[config.mk]
export PLATFORM = sky130hd
export DESIGN_NAME = pbclc_core
export DESIGN_NICKNAME = d
export VERILOG_FILES = /design/src/verilog/pbclc_pkg.sv /design/src/verilog/pbclc_core.sv
export SDC_FILE = /design/constraint.sdc
export NUM_CORES = 1
export LEC_CHECK = 0
export BUFFER_PORTS_ARGS = -buffer_cell sky130_fd_sc_hd__buf_2
export CAP_MARGIN = 30
export CORE_MARGIN = 3
export CORE_UTILIZATION = 44
export CTS_CLUSTER_DIAMETER = 30
export DETAILED_ROUTE_END_ITERATION = 8
export GPL_ROUTABILITY_DRIVEN = 0
export PLACE_DENSITY = 0.92
export SLEW_MARGIN = 10
export SYNTH_ARGS = -nofsm -noshare
export SYNTH_HDL_FRONTEND = slang
export SYNTH_SLANG_ARGS = --single-unit
[constraint.sdc]
create_clock -name sys_clk -period 2.9 [get_ports sys_clk]
set_input_delay 0.29 -clock sys_clk [delete_from_list [all_inputs] [get_ports sys_clk]]
set_output_delay 0.29 -clock sys_clk [all_outputs]
set_load 0.01 [all_outputs]
[src/verilog/pbclc_pkg.sv]
// Package for the bridge class/revision and latency/cache-line configuration words.
// Assumes a PCI configuration access port and the PCI bus clock.
package pbclc_pkg;
  localparam logic [15:0] PBCLC_OFS_CLASS_REV = 16'h2008;
  localparam logic [15:0] PBCLC_OFS_LAT_CLS = 16'h200C;
  localparam logic [7:0] PBCLC_BASE_CLASS = 8'h06;
  localparam logic [7:0] PBCLC_SUB_HOST = 8'h00;
  localparam logic [7:0] PBCLC_SUB_GUEST = 8'h80;
  // Revision and step numbers are arbitrary neutral values.
  localparam logic [3:0] PBCLC_REV_NUM = 4'h1;
  localparam logic [3:0] PBCLC_STEP_NUM = 4'h1;
  localparam logic [7:0] PBCLC_LAT_RST = 8'h00;
  localparam logic [7:0] PBCLC_CLS_RST = 8'h00;
  localparam logic [7:0] PBCLC_CLS_4 = 8'h04;
  localparam logic [7:0] PBCLC_CLS_8 = 8'h08;
  localparam logic [7:0] PBCLC_CLS_16 = 8'h10;
  localparam logic [7:0] PBCLC_CLS_32 = 8'h20;
  localparam int PBCLC_LAT_POS = 8;
  localparam int PBCLC_CLS_POS = 0;
  localparam int PBCLC_ALIGN_POS = 14;
  localparam logic [1:0] PBCLC_ALIGN_RST = 2'h0;
  typedef enum logic [2:0] {
    PBCLC_IDLE = 3'b001,
    PBCLC_RUN = 3'b010,
    PBCLC_EXPIRED = 3'b100
  } pbclc_state_t;
endpackage

[src/verilog/pbclc_core.sv]
// Class/revision and latency/cache-line configuration words of the bridge, with the
// initiator latency counter. Assumes synchronous configuration strobes on sys_clk.
//
// How it works
// - Base class reads fixed bridge code 0x06.
// - Subclass follows host or guest strap.
// - Latency counter starts when FRAME# asserted.
// - Early FRAME# release ignores the counter.
// - Expired counter plus GNT# removal terminates.
// - Cache line sizes 4, 8, 16 accepted.
// - Unsupported size discarded and disables MWI.
// - Sizes other than 8,16,32 read zero.
// - Alignment bits steer cache-oriented commands.
`timescale 1ns/1ps
module pbclc_core
  import pbclc_pkg::*;
(
  input wire logic sys_clk,
  input wire logic nrst,
  input wire logic host_guest_strap,
  input wire logic cfg_rd,
  input wire logic cfg_wr,
  input wire logic [15:0] cfg_addr,
  input wire logic [31:0] cfg_wdata,
  input wire logic [3:0] cfg_be,
  output logic [31:0] cfg_rdata,
  input wire logic frame_active,
  input wire logic gnt_active,
  input wire logic [31:0] dma_bus_control_word,
  output logic term_req,
  output logic mwi_allowed,
  output logic [1:0] cache_align,
  output logic [7:0] lat_count
);
  import pbclc_pkg::*;

  //////////////////////////////////////////////////////////////////////////////
  logic strap_reg, strap_next;
  logic [7:0] lat_reg, lat_next;
  logic [7:0] cls_reg, cls_next;
  logic mwi_reg, mwi_next;
  logic [1:0] align_reg, align_next;
  logic [31:0] rdata_reg, rdata_next;
  logic [7:0] cnt_reg, cnt_next;
  logic term_reg, term_next;
  pbclc_state_t st_reg, st_next;
  logic cls_ok, cls_reads;
  logic [7:0] wr_cls;
  logic [31:0] class_word, lat_word;

  assign wr_cls = cfg_wdata[PBCLC_CLS_POS +: 8];
  // Supported sizes.
  // accepted size set
  assign cls_ok = (wr_cls == PBCLC_CLS_4) || (wr_cls == PBCLC_CLS_8) ||
                  (wr_cls == PBCLC_CLS_16);
  assign cls_reads = (cls_reg == PBCLC_CLS_8) || (cls_reg == PBCLC_CLS_16) ||
                     (cls_reg == PBCLC_CLS_32);
  assign class_word = {PBCLC_BASE_CLASS, strap_reg ? PBCLC_SUB_GUEST : PBCLC_SUB_HOST,
                       8'h00, PBCLC_REV_NUM, PBCLC_STEP_NUM};
  assign lat_word = {16'h0000, lat_reg, cls_reads ? cls_reg : 8'h00};

  //////////////////////////////////////////////////////////////////////////////
  // Configuration registers and read data.
  always_comb begin
    strap_next = host_guest_strap;
    lat_next = lat_reg;
    cls_next = cls_reg;
    mwi_next = mwi_reg;
    align_next = dma_bus_control_word[PBCLC_ALIGN_POS +: 2];
    rdata_next = rdata_reg;
    if (cfg_wr && cfg_addr == PBCLC_OFS_LAT_CLS) begin
      if (cfg_be[1]) begin
        lat_next = cfg_wdata[PBCLC_LAT_POS +: 8];
      end
      if (cfg_be[0]) begin
        if (cls_ok) begin
          cls_next = wr_cls;
          mwi_next = 1'b1;
        end else begin
          mwi_next = 1'b0;
        end
      end
    end
    if (cfg_rd) begin
      case (cfg_addr)
        PBCLC_OFS_CLASS_REV: begin
          rdata_next = class_word;
        end
        PBCLC_OFS_LAT_CLS: begin
          rdata_next = lat_word;
        end
        default: begin
          rdata_next = 32'h0000_0000;
        end
      endcase
    end
  end

  always_ff @(posedge sys_clk) begin
    if (!nrst) begin
      strap_reg <= 1'b0;
      lat_reg <= PBCLC_LAT_RST;
      cls_reg <= PBCLC_CLS_RST;
      mwi_reg <= 1'b0;
      align_reg <= PBCLC_ALIGN_RST;
      rdata_reg <= 32'h0000_0000;
    end else begin
      strap_reg <= strap_next;
      lat_reg <= lat_next;
      cls_reg <= cls_next;
      mwi_reg <= mwi_next;
      align_reg <= align_next;
      rdata_reg <= rdata_next;
    end
  end

  //////////////////////////////////////////////////////////////////////////////
  // Latency counter.
  always_comb begin
    st_next = st_reg;
    cnt_next = cnt_reg;
    term_next = 1'b0;
    case (st_reg)
      PBCLC_IDLE: begin
        if (frame_active) begin
          cnt_next = lat_reg;
          st_next = (lat_reg == 8'h00) ? PBCLC_EXPIRED : PBCLC_RUN;
        end
      end
      PBCLC_RUN: begin
        if (!frame_active) begin
          st_next = PBCLC_IDLE;
          cnt_next = 8'h00;
        end else if (cnt_reg <= 8'h01) begin
          cnt_next = 8'h00;
          st_next = PBCLC_EXPIRED;
        end else begin
          cnt_next = cnt_reg - 8'h01;
        end
      end
      PBCLC_EXPIRED: begin
        if (!frame_active) begin
          st_next = PBCLC_IDLE;
        end else begin
          term_next = !gnt_active;
        end
      end
      default: begin
        st_next = PBCLC_IDLE;
        cnt_next = 8'h00;
      end
    endcase
  end

  always_ff @(posedge sys_clk) begin
    if (!nrst) begin
      st_reg <= PBCLC_IDLE;
      cnt_reg <= 8'h00;
      term_reg <= 1'b0;
    end else begin
      st_reg <= st_next;
      cnt_reg <= cnt_next;
      term_reg <= term_next;
    end
  end

  assign cfg_rdata = rdata_reg;
  assign term_req = term_reg;
  assign mwi_allowed = mwi_reg;
  assign cache_align = align_reg;
  assign lat_count = cnt_reg;
endmodule

* Yosys cells after proc, flatten, opt, wreduce, memory -nomap -nowiden
Index checks and enable logic that the tools add are counted.
** Storage, ports and cells
- Flip-flop bits (word level) :: 64
- Input port bits :: 91
- Logic and storage cells :: 53
- Output and inout bits :: 44
** Operators by class
- Bitwise gates (word level) :: 1
- Reduce and logical (&&, ||, !) cells :: 13
- Muxes and demuxes :: 14
- Equality and inequality tests :: 14
- Add/subtract/negate cells :: 1
- $lt $le $gt $ge :: 1
** Operator list (number)
- 27-bit one-hot mux with 2 select lines :: 1
- 8-bit 2-to-1 mux :: 5
- 16-bit by 14-bit equality test with 1-bit output (second input constant) :: 2
- 8-bit one-hot mux with 3 select lines :: 1
- 8-bit by 4-bit equality test with 1-bit output (second input constant) :: 2
- 8-bit by 5-bit equality test with 1-bit output (second input constant) :: 2
- 3-bit 2-to-1 mux :: 5
- 3-bit one-hot mux with 3 select lines :: 1
- 3-bit AND reduction :: 3
- 8-bit by 3-bit equality test with 1-bit output (second input constant) :: 1
- 8-bit by 6-bit equality test with 1-bit output (second input constant) :: 1
- 8-bit by 1-bit <= comparator with 1-bit output (second input constant) :: 1
- 8-bit logical NOT :: 1
- 8-bit by 1-bit subtractor with 8-bit output (second input constant) :: 1
- 2-bit AND reduction :: 3
- 1-bit logical OR :: 4
- 2-bit != test (second input constant) :: 2
- 3-bit by 1-bit equality test with 1-bit output (second input constant) :: 1
- 3-bit by 2-bit equality test with 1-bit output (second input constant) :: 1
- 3-bit equality test (second input constant) :: 1
- 3-bit != test (second input constant) :: 1
- 1-bit logical AND :: 1
- 1-bit logical NOT :: 1
- 1-bit 2-to-1 mux :: 1
- 1-bit inverter :: 1

* Longest topological paths before layout
Gate-level depths: netlist of run 1.
- Depth after elaboration :: 5
- Depth in mapped cells :: 6
- Depth with buffers taken out :: 6

* Least setup slack after synthesis of run 1
OpenSTA, ideal clock, no wires.
- Path type :: input port to flip-flop
- Start point :: input port cfg_addr[1]
- End point :: register cls_reg[2]
- Data required time :: 2828 ps
- Slack :: 641 ps
- Stages :: 5
- Arrival :: 2187 ps
- Path buffers :: 1
- Library setup time :: 72 ps
- Path through :: or4b_1 or4_1 buf_2 nor4_4 mux2i_1
** On the way
- Longest elaborated chain between the ends :: 3
** RTL lines
- start, declared :: RTL line pbclc_core.sv:23 : input wire logic [15:0] cfg_addr,
- 16-bit by 14-bit equality test with 1-bit output :: RTL line pbclc_core.sv:71 : if (cfg_wr && cfg_addr == PBCLC_OFS_LAT_CLS) begin
- 1-bit logical AND :: RTL line pbclc_core.sv:71
- 3-bit AND reduction (no line)
- end signal, assigned :: RTL line pbclc_core.sv:110 : cls_reg <= cls_next;
- end, declared :: RTL line pbclc_core.sv:40 : logic [7:0] cls_reg, cls_next;
Every way passes these cells.
A chain may end at the register's enable or synchronous reset.

* Worst setup path after layout of run 1
Same ends and word-level chain as after synthesis.

==> impl_results.md, run 1 <==
- Status: finished clean
- Worst r2r src: lat_count[2]
- CTS resizes: 0
- Initial antenna violation count: 0
- Maximum VDD drop: 0.368 mV
- Max-Cap Viols: 0
- Setup ws final: 687 ps
- Clk buf depth: 2
- Flop2flop setup slack: 840 ps
- Hold WS: 137 ps
- Ys Warns: 0
- Area delta synth->final: 19.8%
- Final nets: 434
- Cells after synthesis: 273
- Wirelength per Cell: 13.2 um
- Unrepaired setup endpoints after global routing: no
- Crit path required time: 3130 ps
- Largest net degree at the start of global routing: 27
- Max reg flops: 18
- Die Wd: 79.5 um
- Hold_buf cts: 0
- DPL Wire Length: 4080 um
- Flops & latches, synth: 50
- Kind of critical path: in2reg
- Yosys cell types: 42
- R2R cell count: 5
- Critical path launch point type: input port
- Via count: 2220
- Vias per cell: 5.39
- Io pins: 135
- Multi-input logic area: 0.00123 mm^2
- Prevailing post-synth register cell: dfxtp_1
- Clock sinks: 50
- Pwr dens: 429 mW/mm^2
- CTS buffer count: 5
- Final count of hold timing violations: 0
- Crit Reg-Reg Endpoint: lat_count[3]
- Iter 0 DRT Violations: 285
- DRC: 0
- Slew Limit Fails: 0
- Fmax: 452 MHz
- Setup Fix Bufs, Post-CTS: 0
- DP Cell Count: 404
- Max_slew headroom: 0.390
- Clock H-tree levels: 2
- Ant diodes: 0
- # port buffers: 73
- Final instance area: 0.00285 mm^2
- Post-synthesis sequential area ratio: 0.421
- Final setup vio count: 0
- Routed Antenna Nets: 0
- Max incr delay on CP: 800 ps
- Total GRT Usage: 0.173
- Worst-Margin Slew: 913 ps
- First-pass GRT wire length: 8800 um
- Non-filler cells, final: 412
- CTS root buf: clkbuf_8
- Setup TNS: 0 ps
- Die Height: 79.5 um
- Leak pwr: 1.29 nW
- Number of synthesized flops with an enable pin: 0
- CTS tree: done
- # rows: 26
- Fillers: 442
- Mapped Area: 0.00238 mm^2
- Clock Latency Late Sink: 300 ps
- Tot Pwr: 1.22 mW
- Post-DP Area: 0.00276 mm^2
- Core Util, Final: 0.551
- CP max FO: 14
- WL final: 5440 um
- Crit path DAT: 2440 ps
- Final period utilization: 0.763
- Worst slack at placement: 381 ps
- Final Skew: 13.9 ps
- Cell Chain, Critical Path: buf_2, or4b_1, or4_1, nor4_4, buf_4, mux2i_1
- Mapped Avg Cell Area: 8.71 um^2
- WHS Endpoint: term_req
- GR Overflow Total: 0
- Final Critical Period: 2210 ps
- Crit-path slowest cell: or4_1
- Min-Delay Path Class: in2reg
- Setup crit end kind: flop
- Hold_sp: gnt_active
- Hold path depth: 2
- Vias in the first global route: 2004
- Initial Util: 0.460
- Drt first pass iters: 4
- Clk slew on worst S/H paths: 100 ps
- Die area: 0.00632 mm^2
- Reg area: 0.00100 mm^2
- Core ar.: 0.00517 mm^2
- FFs w/ async S/R, synth: 0
- Layout cells sized above 1: 0.289
report_power, final:
part	total, mW	switching [mW]	internal (mW)
clock	0.421	0.242	0.179
sequential	0.697	0.00621	0.691
combinational	0.105	0.0658	0.0397
total	1.22	0.314	0.910
cell usage after synthesis, types with 2 or more instances:
library cell  instances  area [um^2]
or4_1                 6         45.0
mux2_2                2         22.5
nor2b_1               5         31.3
o221a_2               5         56.3
nor3b_1               8         60.1
inv_1                 6         22.5
mux2i_1               4         40.0
nand4b_1              3         26.3
and2_1                9         56.3
nor2_1                9         33.8
o21a_1                7         52.6
a21oi_1              25          125
xor2_1                4         35.0
nor3_1                4         20.0
o31ai_1               2         15.0
dfxtp_1              50         1000
o21ai_0              25          125
nand4_1               8         50.1
buf_4                14          105
nor4_1                4         25.0
ha_1                  2         25.0
a22o_1                8         70.1
clkbuf_1             14         52.6
nand3_1               4         20.0
xnor2_1               2         17.5
or3_1                 3         18.8
nand2_1              25         93.8
cells by family (layout without fill, tap and decap cells):
| group | Yosys count | after routing | synth area share |
|---|---|---|---|
| buffers and inverters | 37 | 94 | 0.0810 |
| XOR/XNOR | 6 | 6 | 0.0221 |
| adder cells (fa/ha/maj) | 2 | 2 | 0.0105 |
| multiplexers | 6 | 6 | 0.0263 |
| other | 1 | 13 | 0.00158 |
| flip-flops | 50 | 50 | 0.421 |
| AO/OA/AOI/OAI | 78 | 78 | 0.210 |
| AND/OR/NAND/NOR | 93 | 93 | 0.227 |
worst max-delay path, delay by kind of cell:
| family | cells | cell delay [ps] |
|---|---|---|
| muxes | 1 | 180 |
| and+or+nand+nor | 3 | 1670 |
| buffers and inverters | 2 | 300 |
layer usage:
metal / up-vias / GRT usage / share of wire / wire length, um
met5: - / 0 / 0 / 0
met4: 0 / 0.0515 / 0.016 / 88
met3: 11 / 0.0406 / 0.067 / 366
met2: 108 / 0.301 / 0.51 / 2780
met1: 1008 / 0.210 / 0.41 / 2210
li1: 1093 / - / - / -
worst max-delay path by stage:
| stage | start | to | slack (ps) | cells after the start |
|---|---|---|---|---|
| finish | cfg_addr[1] | cls_reg[2] | 690 | 6 |
| global route | cfg_addr[1] | cls_reg[3] | 550 | 6 |
| CTS | cfg_addr[1] | cls_reg[2] | 690 | 6 |
| detailed placement | cfg_addr[1] | cls_reg[2] | 380 | 6 |
| global placement | cfg_addr[1] | cls_reg[4] | 430 | 6 |
| floorplan | cfg_addr[1] | cls_reg[2] | 640 | 5 |
cell type report:
type,instances,share of cell area
well taps,70,0.0307
flip-flops and latches,50,0.351
multi-input cells,198,0.432
inverters,7,0.00922
clock buffers,5,0.0241
clock inverters,3,0.00922
repair buffers,79,0.144
placed cells by master, fill, tap and decap left out, drive strengths merged, types with 5 or more instances in the layout:
| cell type | synthesis | layout |
|---|---|---|
| a22o | 8 | 8 |
| nand2 | 25 | 25 |
| o21ai | 25 | 25 |
| and2 | 9 | 9 |
| nor2 | 9 | 9 |
| nand4 | 8 | 8 |
| nor2b | 5 | 5 |
| conb | 1 | 13 |
| o21a | 7 | 7 |
| inv | 6 | 9 |
| or4 | 6 | 6 |
| a21oi | 25 | 25 |
| dfxtp | 50 | 50 |
| clkbuf | 14 | 5 |
| nor3b | 8 | 8 |
| nor3 | 5 | 5 |
| nor4 | 5 | 5 |
| o221a | 5 | 5 |
| buf | 16 | 79 |
Power figures use the tool's default switching activity.
==> run 2, diff against run 1 <==
Settings changed: CORE_UTILIZATION 44 to 40, PLACE_DENSITY 0.92 to 0.89.
Clock period 2.9 ns to 2 ns, I/O delays scaled along.
==> impl_results.md, run 2 (synthesis results as in run 1) <==
- Status: finished clean
- First-pass GRT wire length: 9490 um
- Hold_sp: gnt_active
- Clock H-tree levels: 2
- Kind of critical path: reg2reg
- Fillers: 515
- Die Wd: 83.1 um
- DP Cell Count: 418
- Layout cells sized above 1: 0.319
- Initial antenna violation count: 0
- Most common cell after layout, fill and taps aside: buf_2
- WL final: 5880 um
- CTS buffer count: 5
- Final period utilization: 0.925
- CTS root buf: clkbuf_8
- Iter 0 DRT Violations: 167
- Pwr dens: 601 mW/mm^2
- Crit path required time: 2200 ps
- Final Critical Period: 1850 ps
- Core Util, Final: 0.525
- Max_slew headroom: 0.569
- Core ar.: 0.00564 mm^2
- Max-Cap Viols: 0
- Min-Delay Path Class: in2reg
- Io pins: 135
- Flop2flop setup slack: 150 ps
- Fmax: 540 MHz
- Wirelength per Cell: 13.8 um
- # port buffers: 73
- Setup Fix Bufs, Post-CTS: 0
- Worst-Margin Slew: 646 ps
- Leak pwr: 1.36 nW
- Critical path launch point type: flop
- Clock sinks: 50
- Slew Limit Fails: 0
- Unrepaired setup endpoints after global routing: no
- Worst slack at placement: -107 ps
- Total GRT Usage: 0.163
- Area delta synth->final: 24.5%
- Die Height: 83.1 um
- Worst Setup SP: lat_count[2]
- DPL Wire Length: 4510 um
- Final count of hold timing violations: 0
- Worst r2r src: lat_count[2]
- Initial Util: 0.422
- GR Overflow Total: 0
- Final Skew: 8.17 ps
- Maximum VDD drop: 0.340 mV
- Via count: 2308
- Non-filler cells, final: 426
- Final setup vio count: 0
- Largest net degree at the start of global routing: 21
- Setup crit end kind: flop
- Clk buf depth: 2
- Setup TNS: 0 ps
- Crit path DAT: 2050 ps
- DRC: 0
- Clk slew on worst S/H paths: 100 ps
- Setup ws final: 150 ps
- Most frequent cells in the layout: buf_2 (73), dfxtp_1 (50), nand2_1 (25), o21ai_0 (25), a21oi_1 (25)
- CP max FO: 9
- Routed Antenna Nets: 0
- Max reg flops: 18
- # rows: 27
- Vias per cell: 5.42
- Final nets: 446
- Drt first pass iters: 4
- Tot Pwr: 1.78 mW
- CTS resizes: 0
- Hold_buf cts: 0
- CTS tree: done
- Die area: 0.00691 mm^2
- Clock Latency Late Sink: 300 ps
- Vias in the first global route: 2098
- Ant diodes: 0
run 2: report_power, final:
part / total [mW] / internal [mW] / switching (mW) / leakage [nW]
Combinational: 0.168 / 0.0676 / 0.101 / 0.913
Clock: 0.600 / 0.253 / 0.348 / 0.0447
Sequential: 1.01 / 1.00 / 0.00950 / 0.404
run 2: worst paths after layout:
check                           cells past startpoint            to
worst max register to register                      5  lat_count[6]
worst max-delay path                                5  lat_count[6]
worst min register to register                      1  cfg_rdata[1]
worst min-delay path                                2      term_req
run 2: layout make-up:
type	instances	area [um^2]	share of cell area
Inverter	7	26.3	0.00888
Timing Repair Buffer	91	500	0.169
Clock inverter	3	25.0	0.00845
Tap cell	72	90.1	0.0304
Multi-Input combinational cell	198	1250	0.422
Clock buffer	5	68.8	0.0232
Sequential cell	50	1000	0.338
run 2: stage by stage:
stage	area, um^2	hold WS, ps
4_1_cts	2960	32.5
3_5_place_dp	2870	364
6_report	2960	37.5
3_3_place_gp	2870	360
2_1_floorplan	2450	272
5_1_grt	2960	46.2
run 2: metal layers:
metal  wire length (um)  share of wire  GRT usage
met4                 82          0.014     0.0416
met5                  0              0          0
met1               2370           0.40      0.185
met3                307          0.052     0.0387
met2               3120           0.53      0.303
run 2: critical path, cell delays in order, from the launching register on:
cell and delay, ps:
dfxtp_1 320, or4_1 620, o41ai_4 310, buf_4 210
a21oi_1 60, o221a_2 230
==> run 3, diff against run 2 <==
Settings changed: PLACE_DENSITY 0.89 to 0.79.
==> impl_results.md, run 3 (synthesis results as in run 1) <==
- Status: finished clean
- Post-DP Area: 0.00287 mm^2
- Setup Fix Bufs, Post-CTS: 0
- WL final: 5740 um
- Sw Ratio: 0.263
- Final instance area: 0.00297 mm^2
- Core ar.: 0.00564 mm^2
- GR Overflow Total: 0
- Die Height: 83.1 um
- Die area: 0.00691 mm^2
- CTS root buf: clkbuf_8
- CTS resizes: 0
- Io pins: 135
- Most frequent cells in the layout: buf_2 (73), dfxtp_1 (50), nand2_1 (25), o21ai_0 (25), a21oi_1 (25)
- CP max FO: 9
- # port buffers: 73
- Maximum VDD drop: 0.421 mV
- Final count of hold timing violations: 0
- Reg area: 0.00100 mm^2
- Iter 0 DRT Violations: 171
- Pwr dens: 608 mW/mm^2
- Initial Util: 0.422
- Layout cells sized above 1: 0.321
- Routed Antenna Nets: 0
- Final setup vio count: 0
- Setup crit end kind: flop
- Slew Limit Fails: 0
- Initial antenna violation count: 0
- Final period utilization: 0.932
- Clock Latency Late Sink: 310 ps
- Wirelength per Cell: 13.4 um
- Die Wd: 83.1 um
- Largest net degree at the start of global routing: 21
- Clk buf depth: 2
- Kind of critical path: reg2reg
- CTS tree: done
- Switch Pwr: 475 uW
- Area delta synth->final: 24.9%
- Multi-input logic area: 0.00125 mm^2
- Clock sinks: 50
- Min-Delay Path Class: in2reg
- Setup TNS: 0 ps
- Core Util, Final: 0.527
- Top layer in use: met4
- First-pass GRT wire length: 9650 um
- Total GRT Usage: 0.165
- DPL Wire Length: 4290 um
- Clk network pwr share: 0.346
- Worst-Margin Slew: 662 ps
- DRC: 0
- Vias per cell: 5.34
- Leak pwr: 1.37 nW
- Fillers: 524
- Fmax: 537 MHz
- Routed length on met2: 2980 um
- Critical path launch point type: flop
- Clk slew on worst S/H paths: 100 ps
- Max-Cap Viols: 0
- Drt first pass iters: 5
- Via count: 2280
- Comb power frac: 0.094
- Hold_buf cts: 0
- Final nets: 447
- Met1 wire length: 2390 um
- P_int: 1.33 mW
- Ant diodes: 0
- # rows: 27
- Final Critical Period: 1860 ps
- Crit path required time: 2210 ps
- DR WL met3: 254 um
- Final Skew: 8.64 ps
- Flop pwr share: 0.560
- Vias in the first global route: 2193
- Crit path DAT: 2070 ps
- CTS buffer count: 5
- Clock H-tree levels: 2
- Max reg flops: 18
- Unrepaired setup endpoints after global routing: no
- Max_slew headroom: 0.558
- Most common cell after layout, fill and taps aside: buf_2
## run 3: power groups by stage
stage	registers, mW	clock network [mW]	logic [mW]
after floorplan	1.03	0	0.117
after global placement	1.03	0	0.163
after detailed placement	1.04	0	0.166
after CTS	1.01	0.645	0.167
after global routing	1.01	0.681	0.190
final	1.01	0.626	0.170
## run 3: path summary, 6_finish.rpt
path / from / cells after the start / endpoint / slack, ps
max: lat_count[2] / 5 / lat_count[3] / 140
min: gnt_active / 2 / term_req / 30
max reg2reg: lat_count[2] / 5 / lat_count[3] / 140
min reg2reg: cfg_rdata[7] / 1 / cfg_rdata[7] / 460
## run 3: worst max-delay path, stage by stage, from the launching register on
cell     delay [ps]
dfxtp_1         330
or4_1           620
o41ai_4         310
buf_4           220
a21oi_1          60
o221a_2         230
## run 3: per-layer routing
| layer | up-vias | GRT usage |
|---|---|---|
| met5 | - | 0 |
| met4 | 0 | 0.0609 |
| met3 | 17 | 0.0357 |
| met2 | 67 | 0.295 |
| met1 | 1072 | 0.193 |
| li1 | 1124 | - |
## run 3: cell type report
class / instances / area share
inverter: 7 / 0.00884
timing repair buffer: 92 / 0.171
clock buffer: 5 / 0.0232
sequential: 50 / 0.337
multi-input combinational: 198 / 0.420
tap: 72 / 0.0303
clock inverter: 3 / 0.00968
## run 3: metrics by stage
step | hold slack (ps) | setup WS [ps] | cells | power [mW]
after floorplan | 272 | -10.1 | 285 | 1.14
after global placement | 361 | -36.0 | 419 | 1.20
after detailed placement | 363 | -73.5 | 419 | 1.20
after CTS | 22.8 | 138 | 427 | 1.82
after global routing | 23.9 | 61.5 | 427 | 1.88
final | 33.5 | 137 | 427 | 1.81
